$ cat src/logic/gpem_regs.vh
// Register map, field codes and fixed values of the edge interrupt port block
`ifndef GPEM_REGS_VH
`define GPEM_REGS_VH

`define GPEM_NUM_PORTS 4
`define GPEM_PINS_PER_PORT 8
`define GPEM_NUM_PINS 32
`define GPEM_MODE_W 4

// Byte offsets inside one port window, window stride 0x10
`define GPEM_PORT_STRIDE 8'h10
`define GPEM_OFF_DATA 4'h0
`define GPEM_OFF_MODE 4'h4
`define GPEM_OFF_PEND 4'h8
`define GPEM_OFF_LEVEL 4'hc
`define GPEM_ADDR_W 8

// Pin mode codes
`define GPEM_MODE_INPUT 4'h0
`define GPEM_MODE_OUTPUT 4'h1
`define GPEM_MODE_DUAL_EDGE 4'h6
`define GPEM_MODE_SINGLE_EDGE 4'h9

// Reset values
`define GPEM_DATA_RESET 1'b0
`define GPEM_MODE_RESET 128'h0

// Vector base and step per pin
`define GPEM_VEC_BASE 8'h80
`define GPEM_VEC_STEP_SHIFT 2

// AXI responses
`define GPEM_RESP_OKAY 2'b00
`define GPEM_RESP_SLVERR 2'b10

`endif

$ cat src/logic/gpem_gpio_edge.v
// Four 8-bit ports with edge interrupts and mirrored clear/protect logic, AXI4-Lite slave
//
// The register addresses and the AXI4-Lite slave port were left to the implementer.
`timescale 1ns/1ps
`include "gpem_regs.vh"

module gpem_gpio_edge (
   input wire aclk,
   input wire aresetn,
   input wire [7:0] s_axi_awaddr,
   input wire [2:0] s_axi_awprot,
   input wire s_axi_awvalid,
   output wire s_axi_awready,
   input wire [31:0] s_axi_wdata,
   input wire [3:0] s_axi_wstrb,
   input wire s_axi_wvalid,
   output wire s_axi_wready,
   output reg [1:0] s_axi_bresp,
   output reg s_axi_bvalid,
   input wire s_axi_bready,
   input wire [7:0] s_axi_araddr,
   input wire [2:0] s_axi_arprot,
   input wire s_axi_arvalid,
   output wire s_axi_arready,
   output reg [31:0] s_axi_rdata,
   output reg [1:0] s_axi_rresp,
   output reg s_axi_rvalid,
   input wire s_axi_rready,
   input wire [31:0] pin_in,
   output reg [31:0] pin_out,
   output reg [31:0] pin_oe_n,
   output reg irq_req,
   output reg [7:0] interrupt_vector_address
);

   reg aw_held;
   reg w_held;
   reg [7:0] aw_addr;
   reg [31:0] w_data;
   reg [3:0] w_strb;
   reg [127:0] mode_all;
   reg [31:0] data_q;
   reg [31:0] pend_q;
   reg [31:0] level_q;
   wire [31:0] is_edge;
   wire [31:0] pin_rise;
   wire [31:0] pin_fall;
   wire do_write;
   reg [3:0] wr_data_port;
   reg [3:0] wr_mode_port;
   reg wr_hit;
   reg [31:0] next_rdata;
   reg rd_hit;
   reg [7:0] next_vector;
   reg found;

   // Bus handshakes: one write and one read at a time
   assign s_axi_awready = !aw_held && !s_axi_bvalid;
   assign s_axi_wready = !w_held && !s_axi_bvalid;
   assign s_axi_arready = !s_axi_rvalid;
   assign do_write = aw_held && w_held && !s_axi_bvalid;

   // Address and data capture, either order
   always @(posedge aclk) begin
      if (!aresetn) begin
         aw_held <= 1'b0;
         w_held <= 1'b0;
         aw_addr <= 8'h00;
         w_data <= 32'h0000_0000;
         w_strb <= 4'h0;
      end else begin
         if (s_axi_awvalid && s_axi_awready) begin
            aw_held <= 1'b1;
            aw_addr <= s_axi_awaddr;
         end else if (do_write) begin
            aw_held <= 1'b0;
         end
         if (s_axi_wvalid && s_axi_wready) begin
            w_held <= 1'b1;
            w_data <= s_axi_wdata;
            w_strb <= s_axi_wstrb;
         end else if (do_write) begin
            w_held <= 1'b0;
         end
      end
   end

   // Write decode per port window
   always @* begin : wr_dec
      integer p;
      p = 0;
      wr_data_port = 4'h0;
      wr_mode_port = 4'h0;
      wr_hit = 1'b0;
      for (p = 0; p < `GPEM_NUM_PORTS; p = p + 1) begin
         if (aw_addr == p * `GPEM_PORT_STRIDE + `GPEM_OFF_DATA) begin
            wr_data_port[p] = do_write && w_strb[0];
            wr_hit = 1'b1;
         end else if (aw_addr == p * `GPEM_PORT_STRIDE + `GPEM_OFF_MODE) begin
            wr_mode_port[p] = do_write;
            wr_hit = 1'b1;
         end else if (aw_addr == p * `GPEM_PORT_STRIDE + `GPEM_OFF_PEND) begin
            wr_hit = 1'b1;
         end else if (aw_addr == p * `GPEM_PORT_STRIDE + `GPEM_OFF_LEVEL) begin
            wr_hit = 1'b1;
         end
      end
   end

   // Write response
   always @(posedge aclk) begin
      if (!aresetn) begin
         s_axi_bvalid <= 1'b0;
         s_axi_bresp <= `GPEM_RESP_OKAY;
      end else if (do_write) begin
         s_axi_bvalid <= 1'b1;
         s_axi_bresp <= wr_hit ? `GPEM_RESP_OKAY : `GPEM_RESP_SLVERR;
      end else if (s_axi_bready) begin
         s_axi_bvalid <= 1'b0;
      end
   end

   // Mode registers, byte enables honoured
   always @(posedge aclk) begin : mode_wr
      integer p;
      integer k;
      if (!aresetn) begin
         mode_all <= `GPEM_MODE_RESET;
      end else begin
         for (p = 0; p < `GPEM_NUM_PORTS; p = p + 1) begin
            for (k = 0; k < 4; k = k + 1) begin
               if (wr_mode_port[p] && w_strb[k]) begin
                  mode_all[p * 32 + k * 8 +: 8] <= w_data[k * 8 +: 8];
               end
            end
         end
      end
   end

   // Previous pin level for edge detection
   always @(posedge aclk) begin
      if (!aresetn) begin
         level_q <= 32'h0000_0000;
      end else begin
         level_q <= pin_in;
      end
   end

   assign pin_rise = pin_in & ~level_q;
   assign pin_fall = ~pin_in & level_q;

   // Per pin: edge mode, data bit, pending flag, pin drive
   genvar i;
   generate
      for (i = 0; i < `GPEM_NUM_PINS; i = i + 1) begin : g_pin
         localparam integer MIR = i ^ 7;
         wire [3:0] mode = mode_all[i * 4 +: 4];
         wire edge_hit;
         wire mir_clear;
         assign is_edge[i] = (mode == `GPEM_MODE_DUAL_EDGE) || (mode == `GPEM_MODE_SINGLE_EDGE);
         // dual, or rising/falling by data bit
         assign edge_hit = (mode == `GPEM_MODE_DUAL_EDGE) ? (pin_rise[i] | pin_fall[i]) :
            (mode == `GPEM_MODE_SINGLE_EDGE) ? (data_q[i] ? pin_rise[i] : pin_fall[i]) : 1'b0;
         assign mir_clear = wr_data_port[i / 8] && w_data[i % 8] && is_edge[MIR];

         always @(posedge aclk) begin
            if (!aresetn) begin
               data_q[i] <= `GPEM_DATA_RESET;
            end else if (wr_data_port[i / 8] && !is_edge[MIR]) begin
               data_q[i] <= w_data[i % 8];
            end
         end

         always @(posedge aclk) begin
            if (!aresetn) begin
               pend_q[i] <= 1'b0;
            end else if (edge_hit) begin
               pend_q[i] <= 1'b1;
            end else if (mir_clear) begin
               pend_q[i] <= 1'b0;
            end
         end

         // Output drive for output mode only
         always @(posedge aclk) begin
            if (!aresetn) begin
               pin_out[i] <= 1'b0;
               pin_oe_n[i] <= 1'b1;
            end else begin
               pin_out[i] <= data_q[i];
               pin_oe_n[i] <= (mode != `GPEM_MODE_OUTPUT);
            end
         end
      end
   endgenerate

   // Read decode
   always @* begin : rd_dec
      integer p;
      p = 0;
      next_rdata = 32'h0000_0000;
      rd_hit = 1'b0;
      for (p = 0; p < `GPEM_NUM_PORTS; p = p + 1) begin
         if (s_axi_araddr == p * `GPEM_PORT_STRIDE + `GPEM_OFF_DATA) begin
            next_rdata = {24'h000000, data_q[p * 8 +: 8]};
            rd_hit = 1'b1;
         end else if (s_axi_araddr == p * `GPEM_PORT_STRIDE + `GPEM_OFF_MODE) begin
            next_rdata = mode_all[p * 32 +: 32];
            rd_hit = 1'b1;
         end else if (s_axi_araddr == p * `GPEM_PORT_STRIDE + `GPEM_OFF_PEND) begin
            next_rdata = {24'h000000, pend_q[p * 8 +: 8]};
            rd_hit = 1'b1;
         end else if (s_axi_araddr == p * `GPEM_PORT_STRIDE + `GPEM_OFF_LEVEL) begin
            next_rdata = {24'h000000, level_q[p * 8 +: 8]};
            rd_hit = 1'b1;
         end
      end
   end

   // Read channel
   always @(posedge aclk) begin
      if (!aresetn) begin
         s_axi_rvalid <= 1'b0;
         s_axi_rdata <= 32'h0000_0000;
         s_axi_rresp <= `GPEM_RESP_OKAY;
      end else if (s_axi_arvalid && s_axi_arready) begin
         s_axi_rvalid <= 1'b1;
         s_axi_rdata <= next_rdata;
         s_axi_rresp <= rd_hit ? `GPEM_RESP_OKAY : `GPEM_RESP_SLVERR;
      end else if (s_axi_rready) begin
         s_axi_rvalid <= 1'b0;
      end
   end

   // vector from own pin index only
   always @* begin : vec_sel
      integer k;
      k = 0;
      next_vector = 8'h00;
      found = 1'b0;
      for (k = 0; k < `GPEM_NUM_PINS; k = k + 1) begin
         if (pend_q[k] && !found) begin
            next_vector = `GPEM_VEC_BASE + (k[7:0] << `GPEM_VEC_STEP_SHIFT);
            found = 1'b1;
         end
      end
   end

   // Request and vector registers
   always @(posedge aclk) begin
      if (!aresetn) begin
         irq_req <= 1'b0;
         interrupt_vector_address <= 8'h00;
      end else begin
         irq_req <= found;
         interrupt_vector_address <= next_vector;
      end
   end

endmodule

$ cat config.mk
export PLATFORM = sky130hd
export DESIGN_NAME = gpem_gpio_edge
export DESIGN_NICKNAME = d
export VERILOG_FILES = /design/src/logic/gpem_gpio_edge.v
export VERILOG_INCLUDE_DIRS = /design/src /design/src/logic
export SDC_FILE = /design/constraint.sdc
export NUM_CORES = 1
export LEC_CHECK = 0
export ABC_AREA = 1
export ABC_CLOCK_PERIOD_IN_PS = 2400
export CORE_MARGIN = 5
export CORE_UTILIZATION = 58
export DETAILED_ROUTE_END_ITERATION = 16
export DONT_BUFFER_PORTS = 1
export PLACE_DENSITY_LB_ADDON = 0.15
export SLEW_MARGIN = 30
export SYNTH_ARGS = -nofsm -noshare
export SYNTH_HDL_FRONTEND = slang
export SYNTH_SLANG_ARGS = --single-unit
$ cat constraint.sdc
create_clock -name aclk -period 2.4 [get_ports aclk]
set_input_delay 0.12 -clock aclk [delete_from_list [all_inputs] [get_ports aclk]]
set_output_delay 0.12 -clock aclk [all_outputs]
set_load 0.05 [all_outputs]
==> qor.yml <==
hold_viol: 0
setup_violations: 6
grt.overflow.total: 0
drc_errors: 0
p_leak_nw: 8.430
final_antenna_net_count: 0
path_clk_slew_ns: 0.07
r2r_start: "pend_q[1]$_SDFFE_PN0P_"
cp.arrival_ns: 3.06
synthFlopType: "dfxtp_1"
n_antenna_cell: 0
rows: 62
worstSetupStartpoint: "pend_q[1]$_SDFFE_PN0P_"
initial_core_util_pct: 59.19
routed_wl_um: 60260
rsz0062_at_grt: "yes"
io_buffers: 0
utilization_pct: 71.34
yosys_warnings: 0
synth_edf_count: 0
wl_per_cell_um: 20.90
drive_above_1_share_pct: 6.963
failed_checks: "setup timing"
die_x_um: 181.6
grt_pass1_vias: 16190
cap_violations: 0
async_reset_ff_share_pct: 0
grt_pass1_wl_um: 89790
finClkSkew_ns: 0.01708
fin_crit_sh_pct: 107.9
endpoint_kind: "flip-flop"
vias: 16970
r2r_cells: 17
p_total_mw: 13.96
r2r_end: "interrupt_vector_address[2]$_SDFF_PN0_"
hpwlAfterDp_um: 41380
timing.fmax_ghz: 0.3863
min-delay-start: "pin_in[17]"
synth.avg_cell_area_um2: 7.410
cts_sinks: 377
grt_antenna_before_repair: 0
min_to: "pend_q[17]$_SDFFE_PN0P_"
cts_root_buf: "clkbuf_16"
crit_fanout: 3
power_density_nw_per_um2: 678.1
hold_depth: 5
clock_path_buffers: 3
period_needed_ns: 2.589
slew_headroom_pct: 37.03
num-nets-final: 2629
seq_area_frac_synth_pct: 44.19
synth_cells: 2305
core-area_um2: 28860
synth_area_um2: 17080
worst_pin_slew_ns: 0.9415
drt_iter0_markers: 1734
die_y_um: 181.6
io_pins: 211
track_usage_pct: 34.55
cts_tree: "yes"
ir_drop_mv: 0.8133
path_class: "reg2reg"
synth_top_area_cell: "dfxtp_1"
firstDrtPassIters: 8
status: "complete, but fails checks"
fin_area_um2: 20590
via_per_inst: 5.887
placed_cell_area_um2: 17640
synth_top_cells_by_area: "dfxtp_1 (44%), inv_1 (8.8%), nor2_1 (7.6%)"
cts_buffers: 40
die_area_um2: 32980
required_ns: 2.87
clock_latency_ns: 0.54
cts_max_level: 2
grt_max_degree: 160
ys_seq_elements: 377
final_max_slew_viol_count: 0
start_kind: "flip-flop"
gp_congestion: 0.9753
syn2layout_area_growth_pct: 20.53
synth.top_cell.area_share_pct: 44.19
ys_types: 40
regToRegSetupSlack_ns: -0.19
worst_slack_ns: -0.1890
hp-class: "in2reg"
[worst max path at each step]
stage / endpoint / slack, ns
floorplan: interrupt_vector_address[7]$_SDFF_PN0_ / 0.14
global route: interrupt_vector_address[6]$_SDFF_PN0_ / -0.38
detailed placement: s_axi_rdata[0]$_SDFFE_PN0P_ / -0.15
CTS: interrupt_vector_address[4]$_SDFF_PN0_ / -0.07
global placement: s_axi_rdata[0]$_SDFFE_PN0P_ / 0.004
finish: interrupt_vector_address[2]$_SDFF_PN0_ / -0.19
[routing by layer]
layer	up-vias	part of all wire (%)	global-route usage, %
li1	7946	-	-
met1	7924	38	41.81
met2	880	47	58.12
met3	223	8.8	6.903
met4	0	6.4	18.19
met5	-	0	0
[logic make-up after synthesis]
logic type,share of synthesized area [%]
compound gates,19.84
fa+ha+maj,4.688
buf+inv,11.01
flops,44.19
mux,0.8204
other cells,0.02196
simple gates,19.43
[per-stage QoR]
step | cells | hold slack [ns] | setup WS [ns] | setup TNS (ns)
detailed placement | 2653 | 0.2183 | -0.1545 | -0.7366
finish | 2883 | 0.004352 | -0.1890 | -0.8147
global route | 2883 | 0.02992 | -0.3832 | -2.109
floorplan | 2308 | 0.2135 | 0.1432 | 0
global placement | 2653 | 0.2136 | 0.004286 | 0
CTS | 2880 | 0.001804 | -0.07123 | -0.3841
[sequential cells by signal, indices dropped and copies added (netlist names)]
register,count
aw_held,1
level_q,32
w_strb,4
s_axi_rvalid,1
pin_out,32
s_axi_rresp,1
data_q,32
irq_req,1
pin_oe_n,32
s_axi_bresp,1
s_axi_bvalid,1
interrupt_vector_address,6
aw_addr,8
w_held,1
mode_all,128
pend_q,32
w_data,32
s_axi_rdata,32
[timing repair]
| item | CTS | global route |
|---|---|---|
| endpoints found under the hold margin | 218 | 0 |
| endpoints found under the setup margin | 6 | 15 |
| resized for setup | 5 | 6 |
| pin swaps | 4 | 4 |
| hold buffers | 130 | 0 |
| setup buffers | 24 | 3 |
[placed cells by master (no fill, tap or decap), types with 5 or more instances in the layout]
| master | synthesis | final |
|---|---|---|
| ha_1 | 64 | 64 |
| clkinv_2 | 0 | 11 |
| a221oi_1 | 7 | 7 |
| o221ai_1 | 6 | 6 |
| clkbuf_1 | 86 | 5 |
| mux2i_1 | 14 | 14 |
| dlygate4sd3_1 | 0 | 129 |
| nor4_1 | 32 | 32 |
| a31oi_1 | 7 | 7 |
| a21oi_1 | 217 | 217 |
| dfxtp_1 | 377 | 375 |
| inv_1 | 401 | 401 |
| buf_4 | 4 | 78 |
| o21ai_0 | 157 | 155 |
| clkbuf_8 | 0 | 6 |
| nand4_1 | 49 | 49 |
| bufinv_16 | 0 | 5 |
| o22ai_1 | 30 | 30 |
| o2111ai_1 | 9 | 9 |
| clkbuf_16 | 0 | 42 |
| o31a_1 | 5 | 5 |
| nor2_2 | 5 | 10 |
| a211oi_1 | 117 | 117 |
| nor3_1 | 22 | 22 |
| nand2_1 | 257 | 257 |
| nor2_1 | 344 | 338 |
| o211ai_1 | 7 | 7 |
| nor2_4 | 4 | 5 |
| nand3_1 | 57 | 57 |
[where the power goes]
| part | internal, mW | switching, mW | leakage [nW] |
|---|---|---|---|
| sequential | 6.37 | 0.162 | 3.06 |
| combinational | 0.309 | 0.570 | 4.68 |
| clock | 3.93 | 2.62 | 0.696 |
| total | 10.6 | 3.35 | 8.43 |
[area by class of cell]
type                            count  area, µm²
Clock inverter                     20      246.5
Sequential cell                   377       7550
Clock buffer                       53       1152
Tap cell                          384      480.5
Multi-Input combinational cell   1434       7691
Timing Repair Buffer              210       1944
Fill cell                        2347       8270
Inverter                          405       1523
[cells in the mapped netlist, types with 2 or more instances]
| cell type | n |
|---|---|
| o221ai_1 | 6 |
| nand3_1 | 57 |
| o41ai_1 | 2 |
| o211ai_1 | 7 |
| nand4_4 | 2 |
| o21ai_0 | 157 |
| clkbuf_1 | 86 |
| inv_1 | 401 |
| o2111ai_1 | 9 |
| buf_1 | 2 |
| nand2_1 | 257 |
| nor2_1 | 344 |
| nor4_1 | 32 |
| nor2_2 | 5 |
| nand4_2 | 2 |
| mux2i_1 | 14 |
| o22a_1 | 3 |
| dfxtp_1 | 377 |
| buf_4 | 4 |
| nand4_1 | 49 |
| o31a_1 | 5 |
| a221oi_1 | 7 |
| a211oi_1 | 117 |
| clkinv_1 | 4 |
| a31oi_1 | 7 |
| ha_1 | 64 |
| nor3_1 | 22 |
| a21oi_1 | 217 |
| nor2_4 | 4 |
| o22ai_1 | 30 |
| o32a_1 | 2 |
| o21a_1 | 2 |
[critical path, cell delays in order (launching register included)]
cell     delay [ns]
dfxtp_2        0.34
nor2_4         0.13
nand2_1        0.06
nor2_1         0.13
nand4_1        0.15
nor2_1         0.13
nand4_1        0.10
nor2_1         0.11
nand4_1        0.15
nor2_2         0.16
nand4_1        0.13
nor2_2         0.13
nand4_1        0.18
nor2_2         0.16
nand4_1        0.13
nor2_1         0.12
nand4_1        0.09
a21oi_1        0.13
Note: power is estimated with default switching activity, not from simulation.
